[config.mk]
export PLATFORM = sky130hd
export DESIGN_NAME = pfs_pin_select
export DESIGN_NICKNAME = d
export VERILOG_FILES = /design/src/pfs_regfile.v /design/src/pfs_pin_select.v
export VERILOG_INCLUDE_DIRS = /design/src
export SDC_FILE = /design/constraint.sdc
export NUM_CORES = 1
export LEC_CHECK = 0
export ABC_AREA = 0
export BUFFER_PORTS_ARGS = -buffer_cell sky130_fd_sc_hd__buf_2
export CORE_ASPECT_RATIO = 2
export CORE_MARGIN = 2
export CORE_UTILIZATION = 40
export DETAILED_ROUTE_END_ITERATION = 16
export GPL_TIMING_DRIVEN = 0
export PLACE_DENSITY_LB_ADDON = 0.1
export SLEW_MARGIN = 20
export SYNTH_ARGS = -nofsm -noshare
export SYNTH_HDL_FRONTEND = slang
export SYNTH_SLANG_ARGS = --single-unit
[constraint.sdc]
create_clock -name clk_i -period 1.6 [get_ports clk_i]
set_input_delay 0 -clock clk_i [delete_from_list [all_inputs] [get_ports clk_i]]
set_output_delay 0 -clock clk_i [all_outputs]
set_load 0.005 [all_outputs]
[src/pfs_defines.vh]
// Purpose: constants for the shared pin function select block
// Assumes: 10 MHz machine clock, plain register port, 8-bit registers
// Notes: register indices are word addresses on the register port
//
// How it works
// - port 0 is GPIO or low address/data
// - port 1 is GPIO or high address/data
// - port 2 low is GPIO unless address selected
// - upper address out when bus on and selected
// - latch enable strobe in bus mode, else GPIO
// - read strobe in bus mode, else GPIO
// - low write strobe when enabled in bus mode
// - high write strobe only 16-bit bus, enabled
// - timer output pins carry output when enabled
// - eight low-level wake-up inputs in single-chip
// - mode pins sampled to choose operating mode
// - low reset request starts a reset sequence
// - low standby input holds hardware standby
`ifndef PFS_DEFINES_VH
`define PFS_DEFINES_VH

// ----------------------------------------------------------------------
// register indices
// ----------------------------------------------------------------------
`define PFS_IDX_P0_DATA 4'h0
`define PFS_IDX_P0_DIR 4'h1
`define PFS_IDX_P1_DATA 4'h2
`define PFS_IDX_P1_DIR 4'h3
`define PFS_IDX_P2_DATA 4'h4
`define PFS_IDX_P2_DIR 4'h5
`define PFS_IDX_P3_CTRL 4'h6
`define PFS_IDX_FUNC_CTRL 4'h7
`define PFS_IDX_STATUS 4'h8
`define PFS_IDX_P0_PINS 4'h9
`define PFS_IDX_P1_PINS 4'ha
`define PFS_IDX_P2_PINS 4'hb
`define PFS_IDX_P3_PINS 4'hc

// ----------------------------------------------------------------------
// field positions
// ----------------------------------------------------------------------
`define PFS_FC_UPADDR_LSB 0
`define PFS_FC_WRL_EN 4
`define PFS_FC_WRH_EN 5
`define PFS_FC_TOUT0_EN 6
`define PFS_FC_TOUT1_EN 7
`define PFS_P3_DIR_LSB 4
`define PFS_ST_MODE_LSB 0
`define PFS_ST_EXT_BUS 3
`define PFS_ST_BUS16 4
`define PFS_ST_STANDBY 5
`define PFS_ST_RST_SEQ 6

// ----------------------------------------------------------------------
// reset values and mode codes
// ----------------------------------------------------------------------
`define PFS_REG_RESET 8'h00
`define PFS_MODE_SINGLE 3'h3
`define PFS_MODE_EXT16 3'h1
`define PFS_MODE_EXT8 3'h0
`define PFS_RST_SEQ_CYCLES 3'h4

`endif

[src/pfs_regfile.v]
// Purpose: small register memory with registered read data
// Assumes: indices 0..7 writable, 8..15 read live status words
// Notes: read data stand for one cycle only, zero otherwise
`timescale 1ns/100ps
`include "pfs_defines.vh"

module pfs_regfile (
  input wire clk_i,
  input wire reset_n_i,
  input wire clear_i,
  input wire [3:0] addr_i,
  input wire [7:0] wdata_i,
  input wire wr_i,
  input wire rd_i,
  input wire [63:0] status_i,
  output reg [7:0] rdata_o,
  output wire [63:0] regs_o
);

  reg [7:0] mem_reg [0:7];
  wire [7:0] rd_word;

  genvar g;
  generate
    for (g = 0; g < 8; g = g + 1) begin : g_word
      always @(posedge clk_i or negedge reset_n_i) begin
        if (!reset_n_i) begin
          mem_reg[g] <= `PFS_REG_RESET;
        end else if (clear_i) begin
          mem_reg[g] <= `PFS_REG_RESET;
        end else if (wr_i && addr_i == g) begin
          mem_reg[g] <= wdata_i;
        end
      end
      assign regs_o[g*8 +: 8] = mem_reg[g];
    end
  endgenerate

  // upper half of the map is read-only status
  assign rd_word = addr_i[3] ? status_i[addr_i[2:0]*8 +: 8]
                             : mem_reg[addr_i[2:0]];

  always @(posedge clk_i or negedge reset_n_i) begin
    if (!reset_n_i) begin
      rdata_o <= 8'h00;
    end else if (rd_i) begin
      rdata_o <= rd_word;
    end else begin
      rdata_o <= 8'h00;
    end
  end

endmodule // pfs_regfile

[src/pfs_pin_select.v]
// Purpose: chooses port or peripheral function for each shared pin
// Assumes: pin inputs synchronous to clk_i; oe_n low drives a pin
// Notes: mode pins are strapped, so they are caught on the first edge after reset and on every cycle of a reset sequence
`timescale 1ns/100ps
`include "pfs_defines.vh"

module pfs_pin_select (
  input wire clk_i,
  input wire reset_n_i,
  // register port
  input wire [3:0] reg_addr_i,
  input wire [7:0] reg_wdata_i,
  input wire reg_wr_i,
  input wire reg_rd_i,
  output wire [7:0] reg_rdata_o,
  // straps and system pins
  input wire [2:0] mode_select_pins_i,
  input wire ext_reset_req_n_i,
  input wire hw_standby_n_i,
  // core-side bus and peripheral signals
  input wire [15:0] bus_ad_out_i,
  input wire bus_ad_oe_i,
  input wire [3:0] upper_addr_lines_i,
  input wire bus_ale_i,
  input wire bus_rd_n_i,
  input wire bus_wr_low_n_i,
  input wire bus_wr_high_n_i,
  input wire [1:0] reload_timer_out_i,
  output reg [15:0] bus_ad_in_o,
  output reg [1:0] reload_timer_event_in_o,
  output reg [7:0] wakeup_irq_in_o,
  output reg [2:0] mode_o,
  output reg ext_bus_o,
  output reg bus16_o,
  output reg reset_seq_o,
  output reg standby_o,
  // port 0 pins
  input wire [7:0] port0_pins_i,
  output reg [7:0] port0_pins_o,
  output reg [7:0] port0_pins_oe_n_o,
  // port 1 pins
  input wire [7:0] port1_pins_i,
  output reg [7:0] port1_pins_o,
  output reg [7:0] port1_pins_oe_n_o,
  // port 2 pins, low four carry upper address
  input wire [7:0] port2_pins_i,
  output reg [7:0] port2_pins_o,
  output reg [7:0] port2_pins_oe_n_o,
  // port 3 low pins, bus strobes
  input wire [3:0] port3_pins_i,
  output reg [3:0] port3_pins_o,
  output reg [3:0] port3_pins_oe_n_o
);

  // --------------------------------------------------------------------
  // reset request sequence and mode capture
  // --------------------------------------------------------------------
  reg [2:0] rst_cnt_reg;
  reg [2:0] rst_cnt_next;
  reg rst_seq_reg;
  reg mode_take_reg;
  reg [2:0] mode_reg;
  wire rst_seq_next;

  // request held low keeps the sequence reloaded
  always @* begin
    if (!ext_reset_req_n_i) begin
      rst_cnt_next = `PFS_RST_SEQ_CYCLES;
    end else if (rst_cnt_reg != 3'h0) begin
      rst_cnt_next = rst_cnt_reg - 3'h1;
    end else begin
      rst_cnt_next = 3'h0;
    end
  end
  assign rst_seq_next = (rst_cnt_next != 3'h0);

  always @(posedge clk_i or negedge reset_n_i) begin
    if (!reset_n_i) begin
      rst_cnt_reg <= 3'h0;
      rst_seq_reg <= 1'b0;
      mode_take_reg <= 1'b1;
      mode_reg <= `PFS_MODE_SINGLE;
    end else begin
      rst_cnt_reg <= rst_cnt_next;
      rst_seq_reg <= rst_seq_next;
      // strap caught by a clocked edge, never by the async reset
      mode_take_reg <= rst_seq_next;
      if (mode_take_reg) begin
        mode_reg <= mode_select_pins_i;
      end
    end
  end

  wire single_chip = (mode_reg == `PFS_MODE_SINGLE);
  wire ext_bus = ~single_chip;
  wire bus16 = ext_bus && (mode_reg == `PFS_MODE_EXT16);
  // pins float during a reset sequence as well as in standby
  wire standby = ~hw_standby_n_i;
  wire float_all = standby | rst_seq_reg;

  // --------------------------------------------------------------------
  // register file
  // --------------------------------------------------------------------
  wire [63:0] regs;
  wire [63:0] status_words;
  wire [7:0] p0_data = regs[8*`PFS_IDX_P0_DATA +: 8];
  wire [7:0] p0_dir = regs[8*`PFS_IDX_P0_DIR +: 8];
  wire [7:0] p1_data = regs[8*`PFS_IDX_P1_DATA +: 8];
  wire [7:0] p1_dir = regs[8*`PFS_IDX_P1_DIR +: 8];
  wire [7:0] p2_data = regs[8*`PFS_IDX_P2_DATA +: 8];
  wire [7:0] p2_dir = regs[8*`PFS_IDX_P2_DIR +: 8];
  wire [7:0] p3_ctrl = regs[8*`PFS_IDX_P3_CTRL +: 8];
  wire [7:0] func_ctrl = regs[8*`PFS_IDX_FUNC_CTRL +: 8];
  wire [3:0] p3_data = p3_ctrl[3:0];
  wire [3:0] p3_dir = p3_ctrl[`PFS_P3_DIR_LSB +: 4];
  wire [3:0] upaddr_sel = func_ctrl[`PFS_FC_UPADDR_LSB +: 4];
  wire [7:0] status_byte;

  assign status_byte = {1'b0, rst_seq_reg, standby, bus16, ext_bus,
                        mode_reg};
  // read-only words 8..15 in order: status, pin levels, zero
  assign status_words = {24'h000000, 4'h0, port3_pins_i, port2_pins_i,
                         port1_pins_i, port0_pins_i, status_byte};

  pfs_regfile u_regfile (
    .clk_i(clk_i),
    .reset_n_i(reset_n_i),
    .clear_i(rst_seq_reg),
    .addr_i(reg_addr_i),
    .wdata_i(reg_wdata_i),
    .wr_i(reg_wr_i),
    .rd_i(reg_rd_i),
    .status_i(status_words),
    .rdata_o(reg_rdata_o),
    .regs_o(regs)
  );

  // --------------------------------------------------------------------
  // port 0 and port 1: address/data bus or port
  // --------------------------------------------------------------------
  reg [7:0] p0_out_next;
  reg [7:0] p0_oe_n_next;
  reg [7:0] p1_out_next;
  reg [7:0] p1_oe_n_next;

  always @* begin
    if (ext_bus) begin
      p0_out_next = bus_ad_out_i[7:0];
      p0_oe_n_next = {8{~bus_ad_oe_i}};
      p1_out_next = bus_ad_out_i[15:8];
      p1_oe_n_next = {8{~bus_ad_oe_i}};
    end else begin
      p0_out_next = p0_data;
      p0_oe_n_next = ~p0_dir;
      p1_out_next = p1_data;
      p1_oe_n_next = ~p1_dir;
    end
    if (float_all) begin
      p0_oe_n_next = 8'hff;
      p1_oe_n_next = 8'hff;
    end
  end

  // --------------------------------------------------------------------
  // port 2: upper address, timer event inputs, timer outputs
  // --------------------------------------------------------------------
  wire [7:0] p2_out_next;
  wire [7:0] p2_oe_n_next;
  wire [7:0] p2_func;
  wire [7:0] p2_func_val;

  // port use in single-chip or when port is selected
  assign p2_func[3:0] = {4{ext_bus}} & upaddr_sel;
  assign p2_func_val[3:0] = upper_addr_lines_i;
  // bits 4 and 5 stay port pins; the far side drives them as
  // timer event inputs only with their direction left as input
  assign p2_func[5:4] = 2'h0;
  assign p2_func_val[5:4] = 2'h0;
  assign p2_func[6] = func_ctrl[`PFS_FC_TOUT0_EN];
  assign p2_func[7] = func_ctrl[`PFS_FC_TOUT1_EN];
  assign p2_func_val[7:6] = reload_timer_out_i;

  genvar gp;
  generate
    for (gp = 0; gp < 8; gp = gp + 1) begin : g_p2_pin
      assign p2_out_next[gp] = p2_func[gp] ? p2_func_val[gp]
                                           : p2_data[gp];
      // float wins over any selected function
      assign p2_oe_n_next[gp] = float_all |
                                (~p2_func[gp] & ~p2_dir[gp]);
    end
  endgenerate

  // --------------------------------------------------------------------
  // port 3 low: bus strobes
  // --------------------------------------------------------------------
  wire [3:0] p3_out_next;
  wire [3:0] p3_oe_n_next;
  wire [3:0] p3_func;
  wire [3:0] p3_func_val;

  assign p3_func[0] = ext_bus;
  assign p3_func[1] = ext_bus;
  assign p3_func[2] = ext_bus & func_ctrl[`PFS_FC_WRL_EN];
  assign p3_func[3] = bus16 & func_ctrl[`PFS_FC_WRH_EN];
  assign p3_func_val[0] = bus_ale_i;
  assign p3_func_val[1] = bus_rd_n_i;
  // one strobe serves both the low byte and an 8-bit bus
  assign p3_func_val[2] = bus_wr_low_n_i;
  assign p3_func_val[3] = bus_wr_high_n_i;

  genvar gs;
  generate
    for (gs = 0; gs < 4; gs = gs + 1) begin : g_p3_pin
      assign p3_out_next[gs] = p3_func[gs] ? p3_func_val[gs]
                                           : p3_data[gs];
      assign p3_oe_n_next[gs] = float_all |
                                (~p3_func[gs] & ~p3_dir[gs]);
    end
  endgenerate

  // --------------------------------------------------------------------
  // output flops
  // --------------------------------------------------------------------
  // one cycle of pin latency is traded for glitch-free pin outputs
  always @(posedge clk_i or negedge reset_n_i) begin
    if (!reset_n_i) begin
      port0_pins_o <= 8'h00;
      port0_pins_oe_n_o <= 8'hff;
      port1_pins_o <= 8'h00;
      port1_pins_oe_n_o <= 8'hff;
      port2_pins_o <= 8'h00;
      port2_pins_oe_n_o <= 8'hff;
      port3_pins_o <= 4'h0;
      port3_pins_oe_n_o <= 4'hf;
      bus_ad_in_o <= 16'h0000;
      reload_timer_event_in_o <= 2'h0;
      wakeup_irq_in_o <= 8'h00;
      mode_o <= `PFS_MODE_SINGLE;
      ext_bus_o <= 1'b0;
      bus16_o <= 1'b0;
      reset_seq_o <= 1'b0;
      standby_o <= 1'b0;
    end else begin
      port0_pins_o <= p0_out_next;
      port0_pins_oe_n_o <= p0_oe_n_next;
      port1_pins_o <= p1_out_next;
      port1_pins_oe_n_o <= p1_oe_n_next;
      port2_pins_o <= p2_out_next;
      port2_pins_oe_n_o <= p2_oe_n_next;
      port3_pins_o <= p3_out_next;
      port3_pins_oe_n_o <= p3_oe_n_next;
      bus_ad_in_o <= {port1_pins_i, port0_pins_i};
      reload_timer_event_in_o <= port2_pins_i[5:4];
      // low level requests, masked outside single-chip mode
      wakeup_irq_in_o <= ~port1_pins_i & {8{single_chip}};
      mode_o <= mode_reg;
      ext_bus_o <= ext_bus;
      bus16_o <= bus16;
      reset_seq_o <= rst_seq_reg;
      standby_o <= standby;
    end
  end

endmodule // pfs_pin_select

==> metrics.txt, run 1 <==
status finished clean; vias in the first global route 5,611; num rows between 60 and 70; crit end category flip-flop; Critical-path top delay cell dfstp_2; DIE HEIGHT about 190 µm; initial antenna violation count 0; Filler cells around 1,500; Worst Tran Pin Value between 0.7 and 0.8 ns; Unique masters post-synth 41; clk slew on worst S/H paths around 0.07 ns; CTS buffer count 17; Starting Density between 40% and 50%; crit-path max cell delay around 0.56 ns; Fin. Hold Viols 0; Mapped Area slightly below 7000 µm²; Die Area 18,470 µm²; Lkg Pwr between 4 and 5 nW; Cell Count, Final, Fillers Out slightly above 1,000; most used cell, CP buf_6; DP Cell Count between 900 and 1,000; wire per inst just over 20 µm; Yosys warning total 0; Slew headroom between 50% and 60%; Clock Latency Late Sink roughly 0.43 ns; CP Data Required Time 1.95 ns; CP Class flip-flop to flip-flop; grt ovf 0; async set or reset register ratio after synthesis 100.0%; nets roughly 870; period utilisation layout roughly 100%; area grow syn2layout 34.25%; Crit Path Max Fanout 10; # setup viols final 0; Vias between 5,000 and 6,000; Post-synth EDFFs 0; TritonCTS clock tree yes; Final Slew Violations 0; CP startpoint kind flip-flop; Antenna Cells 0; Peak VDD IR approximately 0.0007 V; leading area contributor after synthesis dfrtp_1; H-tree depth 4; Seq/Total Area, Yosys approximately three fifths; Final Critical Period approximately 1.6 ns; Hold Startpoint reg_wdata_i[2]; max-cap viol count 0; TritonRoute pass-1 iters 4; DRC Markers 0; P per Cell Area about 1000 nW/µm²; CP cell instances nand3b_1, buf_6, buf_6, clkbuf_2, o21ai_1; clk root buf clkbuf_16; largest net degree at the start of global routing between 90 and 100; Final HPWL DP ~14 mm; FF+latch count, synth 169; wirelength, routed 20.92 mm; GRT Util Overall a little under a quarter; largest cells by area after synthesis dfrtp_1, dfstp_2, mux2i_1, mux2_2, o21ai_0; Post-Syn Instances approximately 550; clk buf depth 2; syn avg cell area roughly 13 µm²; Post-Syn Nets about 630; Final GP Congestion 0.8442; I/O pin count 173; Hold Path Class input pin to flip-flop; core area between 15,000 and 20,000 µm²; R2R Path Start mode_reg[0]; clk_skew roughly 0.0077 ns; die width 97.10 µm; CTS Sinks ~170; IO Port Bufs about 160; Max Clk Rate approximately 0.64 GHz; max reg flops 64; ys flop type dfrtp_1; post-route antenna net violation count 0; setup total negative slack 0 ns; first-pass GRT wire length 32.57 mm; drt initial violations about 250; Data arrival, critical path around 1.9 ns; DR vias/cell between 5 and 6; Yosys top cell area share 49.08%; start point of the critical path mode_reg[0]; layout cells sized above 1 39.26%
[cell type report]
cell class	count	area, µm²	area share, %
plain buffers	40	235.2	2.527
repair buffers	225	1453	15.60
inverters	7	26.28	0.2823
clock buffers	20	466.7	5.013
well taps	210	262.8	2.823
clock inverters	12	113.9	1.223
flip-flops and latches	169	4270	45.87
multi-input cells	337	2481	26.65
[layer usage]
| metal | GRT usage, % | routed length (µm) |
|---|---|---|
| met5 | 0 | 0 |
| met3 | 4.115 | 1053 |
| met2 | 40.57 | 10790 |
| met4 | 10.13 | 526 |
| met1 | 29.03 | 8550 |
[per-stage QoR]
stage	setup slack (ns)	instance area [µm²]	power, mW	util, %	hold slack [ns]
final	0.03819	9309	9.549	54.43	0.01234
after global routing	-0.002628	9309	9.905	54.43	0.04563
after CTS	0.0005351	9275	9.632	54.24	0.007940
after detailed placement	-0.8417	8050	5.437	47.07	0.07808
after global placement	-2.155	8013	5.422	46.85	0.1223
after floorplan	0.1217	6934	4.946	-	-0.2956
[synth_stat cells, drive strengths merged, types with 4 or more instances]
cell type / count
a21oi: 32
buf: 15
clkbuf: 25
dfrtp: 136
dfstp: 33
inv: 6
mux2: 33
mux2i: 48
mux4: 16
nand2: 52
nand2b: 10
nand3: 11
nand3b: 4
nor2: 53
o21ai: 49
[placed cells by master, fill, tap and decap left out, types with 4 or more instances in the layout]
cell type,Yosys,routed
buf_2,6,166
dfrtp_1,136,136
dlygate4sd3_1,0,55
nor2_1,50,50
nand2_1,52,49
mux2i_1,48,48
o21ai_0,49,41
mux2_2,33,33
dfstp_2,33,33
a21oi_1,32,32
clkbuf_16,0,17
clkbuf_1,25,13
buf_4,5,11
clkbuf_2,0,10
nand2b_1,10,10
mux4_2,9,9
nand3_1,9,9
mux4_1,7,7
o21ai_1,0,7
buf_6,3,6
inv_1,6,6
clkinv_4,0,4
[worst max-delay path, delay by kind of cell, from the launching register on]
family / cells / cell delay (ns)
flip-flops: 1 / 0.56
buffers and inverters: 3 / 0.56
AO/OA/AOI/OAI: 1 / 0.23
AND/OR/NAND/NOR: 1 / 0.13
[path summary, 6_finish.rpt]
path                                              to  slack, ns  cells past startpoint
worst max-delay path            port0_pins_oe_n_o[4]       0.04                      5
worst min-delay path            u_regfile.regs_o[58]       0.01                      3
worst max register to register  port0_pins_oe_n_o[4]       0.04                      5
worst min register to register       port2_pins_o[5]       0.41                      0
max in group asynchronous       port2_pins_oe_n_o[7]       0.56                      3
min in group asynchronous         wakeup_irq_in_o[2]       0.18                      2
[logic make-up (layout without fill, tap and decap cells)]
logic type,count (synthesis),after routing,synth area share [%]
DFF,169,169,61.58
buffers and inverters,47,304,3.248
AOI/OAI and AO/OA,97,97,7.723
and+or+nand+nor,143,143,9.581
muxes,97,97,17.86
[timing repair]
action                     in CTS  in global routing
gates resized for setup        21                 21
setup buffers                   6                  0
setup endpoints to repair     107                 61
hold buffers                   55                  0
pin swaps                       2                  1
hold endpoints to repair      149                  0
[where the power goes]
group	internal, mW	total (mW)	switching [mW]	leakage [nW]
Combinational	0.448	1.02	0.568	1.97
Sequential	4.43	4.49	0.0557	2.14
Clock	2.28	4.04	1.76	0.287
Total	7.16	9.55	2.39	4.39
No activity file was read; power rests on OpenSTA's default activity.
==> run 2, diff against run 1 <==
- CORE_MARGIN: 2 -> unset
==> run 2 against run 1 <==
Non-clock buffer count stayed put. Global-route usage increased by 1.2 points. Power grew 1.6%. Clock skew up 0.0023 ns. Sequential cell count did not move. Highest routed layer unchanged. Via count rose by 1.9%. Cell count down 0.29%. Sequential power barely moved. Critical path type unchanged. Combinational power about the same. Worst setup slack lost 0.016 ns.
==> metrics.txt, run 2 (synthesized netlist as in run 1, its figures left out) <==
status finished clean; most frequent cells in the layout buf_2, dfrtp_1, dlygate4sd3_1; Post-Layout Inst Area approximately 9300 µm²; Hold Path Class input pin to flip-flop; DRC Markers 0; Final HPWL DP between 15 and 20 mm; DIE HEIGHT around 190 µm; pre-CTS setup slack -0.5640 ns; Worst Slack Setup Final 0.02231 ns; CTS buffer count 17; post-route antenna net violation count 0; # setup viols final 0; largest delay contributor family on the critical path flip-flops; H-tree depth 4; IO Port Bufs around 160; Cell Count, Final, Fillers Out roughly 1,000; CP Class flip-flop to flip-flop; Peak VDD IR between 0.0007 and 0.0008 V; area grow syn2layout 34.57%; GRT Util Overall between 20 and 25%; Crit Path Max Fanout 10; Starting Density between 40% and 50%; Final Slew Violations 0; vias in the first global route around 5,600; Tot Pwr ~9.7 mW; largest net degree at the start of global routing 89; clk_skew ~0.01 ns; Final Critical Period about 1.6 ns; CP Data Required Time 1.93 ns; num rows 67; clk buf depth 2; Max Clk Rate roughly 0.63 GHz; wire per inst slightly above 20 µm; most common cell after layout, fill and taps aside buf_2; setup total negative slack 0 ns; period utilisation layout a little over nine tenths; Die Area between 15,000 and 20,000 µm²; Post-DP Area 8046 µm²; final core occ between 50 and 60%; core area roughly 17,000 µm²; RSZ-0062 raised after global routing true; Data arrival, critical path approximately 1.9 ns; I/O pin count between 150 and 200; CP startpoint kind flip-flop; Vias ~5,400; reg2reg setup slack approximately 0.022 ns; Clock Latency Late Sink roughly 0.43 ns; Lkg Pwr 4.391 nW; Critical-path top delay cell dfstp_2; first-pass GRT wire length about 32 mm; nets 873; P per Cell Area approximately 1000 nW/µm²; max reg flops 64; crit-path max cell delay roughly 0.56 ns; TritonRoute pass-1 iters 5; grt ovf 0; drt initial violations around 280; hold slack approximately 0.029 ns; Buf+Inv Stages, Crit Path 2; CP cell instances nand3b_1, buf_4, a211oi_4, clkbuf_8, o21ai_1; layout cells sized above 1 between 30% and 40%; Final GP Congestion between 0.8 and 0.9; max-cap viol count 0; Fin. Hold Viols 0; Worst Tran Pin Value approximately 0.63 ns; Antenna Cells 0; TritonCTS clock tree yes; DP Cell Count 924; Slew headroom about 58%; wirelength, routed 20.92 mm; clk root buf clkbuf_16; die width about 95 µm; crit end category flip-flop; clk slew on worst S/H paths about 0.070 ns; DR vias/cell 5.266; initial antenna violation count 0; CTS Sinks roughly 170
==> run 2: tightest hold or removal path, stage by stage <==
cell and delay, ns:
clkbuf_1 0.24, nand2_1 0.12, a21oi_1 0.05
==> run 2: worst paths after layout <==
path                                     start                   end  cells past startpoint
worst max-delay path               mode_reg[1]  port1_pins_oe_n_o[5]                      5
worst min-delay path            reg_wdata_i[6]  u_regfile.regs_o[30]                      3
worst max register to register     mode_reg[1]  port1_pins_oe_n_o[5]                      5
worst min register to register     mode_reg[1]             mode_o[1]                      0
max in group asynchronous            reset_n_i  port1_pins_oe_n_o[7]                      3
min in group asynchronous            reset_n_i             mode_o[2]                      2
==> run 2: timing repair <==
action | 4_1_cts | 5_1_grt
setup buffers | 4 | 3
setup endpoints to repair | 97 | 71
hold buffers | 55 | 0
endpoints found under the hold margin | 158 | 0
gates resized for setup | 21 | 17
pin swaps | 2 | 1
==> run 2: layout make-up <==
cell class / count / area, µm²
plain buffers: 39 / 229.0
clock buffers: 20 / 466.7
clock inverters: 12 / 138.9
fillers: 1473 / 7518
inverters: 7 / 26.28
multi-input cells: 337 / 2477
flip-flops and latches: 169 / 4270
well taps: 207 / 259.0
repair buffers: 226 / 1464
==> run 2: where the power goes <==
part           switching (mW)  internal, mW
clock                    1.76          2.45
combinational           0.553         0.449
sequential             0.0605          4.43
==> run 2: metal layers <==
layer	vias to the layer above	global-route usage (%)	share of wire, %
li1	2424	-	-
met1	2677	28.52	37
met2	205	42.91	54
met3	50	3.672	4.1
met4	0	13.46	4.8
met5	-	0	0
==> run 3, diff against run 2 <==
- BUFFER_PORTS_ARGS: -buffer_cell sky130_fd_sc_hd__buf_2 -> -buffer_cell sky130_fd_sc_hd__buf_4
- CORE_MARGIN: unset -> 4
- clock period: 1.6 -> 1.7 ns (I/O delays scaled with it)
==> run 3 against run 2 <==
Combinational power is essentially flat. Cell count shrank 0.29%. Final area grew 3.4%. Register-to-register slack gained 0.02 ns.
==> metrics.txt, run 3 (synthesized netlist as in run 1, its figures left out) <==
Cell Count, Final, Fillers Out between 1,000 and 1,500; area grow syn2layout 39.16%; max-cap viol count 0; wirelength, routed about 22 mm; Slew headroom a little under three fifths; I/O pin count roughly 170; TritonCTS clock tree yes; DP Cell Count roughly 920; Peak VDD IR between 0.0007 and 0.0008 V; area of the multi-input gates approximately 2500 µm²; TritonRoute pass-1 iters 5; Data arrival, critical path between 1.5 and 2 ns; crit-path max cell delay between 0.5 and 0.6 ns; Final Slew Violations 0; CP startpoint kind flip-flop; IO Port Bufs 163; clk root buf clkbuf_16; wire per inst about 22 µm; drt initial violations about 270; nets slightly below 900; Worst Tran Pin Value between 0.6 and 0.7 ns; DIE HEIGHT slightly below 200 µm; Starting Density between 40% and 50%; Max Clk Rate around 0.60 GHz; GRT Util Overall between 20% and 30%; CP cell instances nand3b_1, buf_4, a211oi_4, buf_4, o21ai_0; Final GP Congestion about 0.89; clk_skew between 0.008 and 0.009 ns; layout cells sized above 1 around 38%; CTS buffer count 17; WHS Endpoint u_regfile.regs_o[25]; worst r2r dst port0_pins_oe_n_o[0]; Fin. Hold Viols 0; layer with the highest usage met2; most common cell after layout, fill and taps aside buf_4; hold depth 3; status finished clean; Clock Latency Late Sink 0.43 ns; Worst Reg2Reg Path Length in Cells 5; max reg flops 64; most frequent cells in the layout buf_4, dfrtp_1, dlygate4sd3_1; Filler cells approximately 1,500; Tot Pwr between 9 and 10 mW; Antenna Cells 0; grt met2 use approximately 40%; P per Cell Area between 900 and 1000 nW/µm²; M1 GR Usage 26.23%; clk buf depth 2; Critical-path top delay cell dfstp_2; clk slew on worst S/H paths 0.07 ns; Die Area 19,630 µm²; initial antenna violation count 0; Hold Path Class input pin to flip-flop; post-route antenna net violation count 0; Final Critical Period approximately 1.7 ns; Final HPWL DP 15.81 mm; # setup viols final 0; core area ~17,000 µm²; grt ovf 0; Crit Path Max Fanout 6; CTS Sinks 169; first-pass GRT wire length roughly 34 mm; met3 usage 3.421%; CP Data Required Time between 2 and 2.5 ns; crit end category flip-flop; R2R Path Start mode_reg[0]; DR vias/cell approximately 5.3; DRC Markers 0; Lkg Pwr between 4 and 5 nW; num rows 67; most used cell, CP buf_4; CP Class flip-flop to flip-flop; largest net degree at the start of global routing between 90 and 100; Vias about 5,400; vias in the first global route roughly 6,000; die width about 100 µm; reg2reg setup slack between 0.04 and 0.05 ns; Hold Startpoint reg_wdata_i[1]; period utilisation layout a little over nine tenths; H-tree depth 4; Register Area roughly 4300 µm²; final core occ ~57%
[run 3: changes by cell type in the layout (fill, tap and decap cells not counted), moves of 3 or more]
cell      delta
buf_2      -161
o21ai_0      +5
buf_4      +160
clkbuf_1     +3
clkbuf_8     -5
o21ai_1      -4
[run 3: worst max-delay path by stage]
stage / to / slack, ns / start / cells after the start
after floorplan: port0_pins_oe_n_o[4] / 0.22 / mode_reg[1] / 4
after global placement: port1_pins_oe_n_o[1] / -0.60 / mode_reg[0] / 4
after detailed placement: port1_pins_oe_n_o[1] / -0.61 / mode_reg[0] / 4
after CTS: u_regfile.regs_o[18] / 0.002 / rst_seq_reg / 3
after global routing: port2_pins_o[3] / -0.000008 / mode_reg[1] / 5
final: port0_pins_oe_n_o[0] / 0.04 / mode_reg[0] / 5
[run 3: where the power goes]
part	internal (mW)	switching (mW)	leakage [nW]
Combinational	0.500	0.523	2.07
Sequential	4.17	0.0661	2.14
Clock	2.18	1.65	0.276
[run 3: timing repair]
item / in CTS / in global routing
hold endpoints to repair: 153 / 0
pin swaps: 2 / 0
setup endpoints to repair: 80 / 38
hold buffers: 56 / 0
resized for setup: 13 / 11
buffers inserted: 3 / 0
[run 3: critical path: cells and delay by family, from the launching register on]
family,cells,cell delay [ns]
DFF,1,0.58
AOI/OAI and AO/OA,2,0.46
and+or+nand+nor,1,0.11
buffers and inverters,2,0.38
[run 3: final cells by class]
| type | count | share of cell area [%] |
|---|---|---|
| plain buffers | 39 | 2.204 |
| clock buffers | 19 | 4.487 |
| clock inverters | 13 | 1.530 |
| inverters | 7 | 0.2723 |
| multi-input cells | 337 | 25.48 |
| flip-flops and latches | 169 | 44.26 |
| well taps | 207 | 2.684 |
| repair buffers | 223 | 19.09 |
[run 3: layer usage]
metal | vias up | routed length (µm)
li1 | 2418 | -
met1 | 2705 | 8092
met2 | 197 | 11910
met3 | 44 | 1080
met4 | 0 | 790
met5 | - | 0
[run 3: per-stage QoR]
stage	hold slack, ns	setup WS, ns	cell area [µm²]	setup TNS, ns
final	0.02026	0.04391	9649	0
after global routing	0.04671	-0.000007550	9649	-0.000007550
after CTS	0.007384	0.002475	9633	0
after detailed placement	-0.0005037	-0.6142	8452	-12.43
after global placement	0.1208	-0.6042	8417	-41.02
after floorplan	-0.2956	0.2217	6934	0
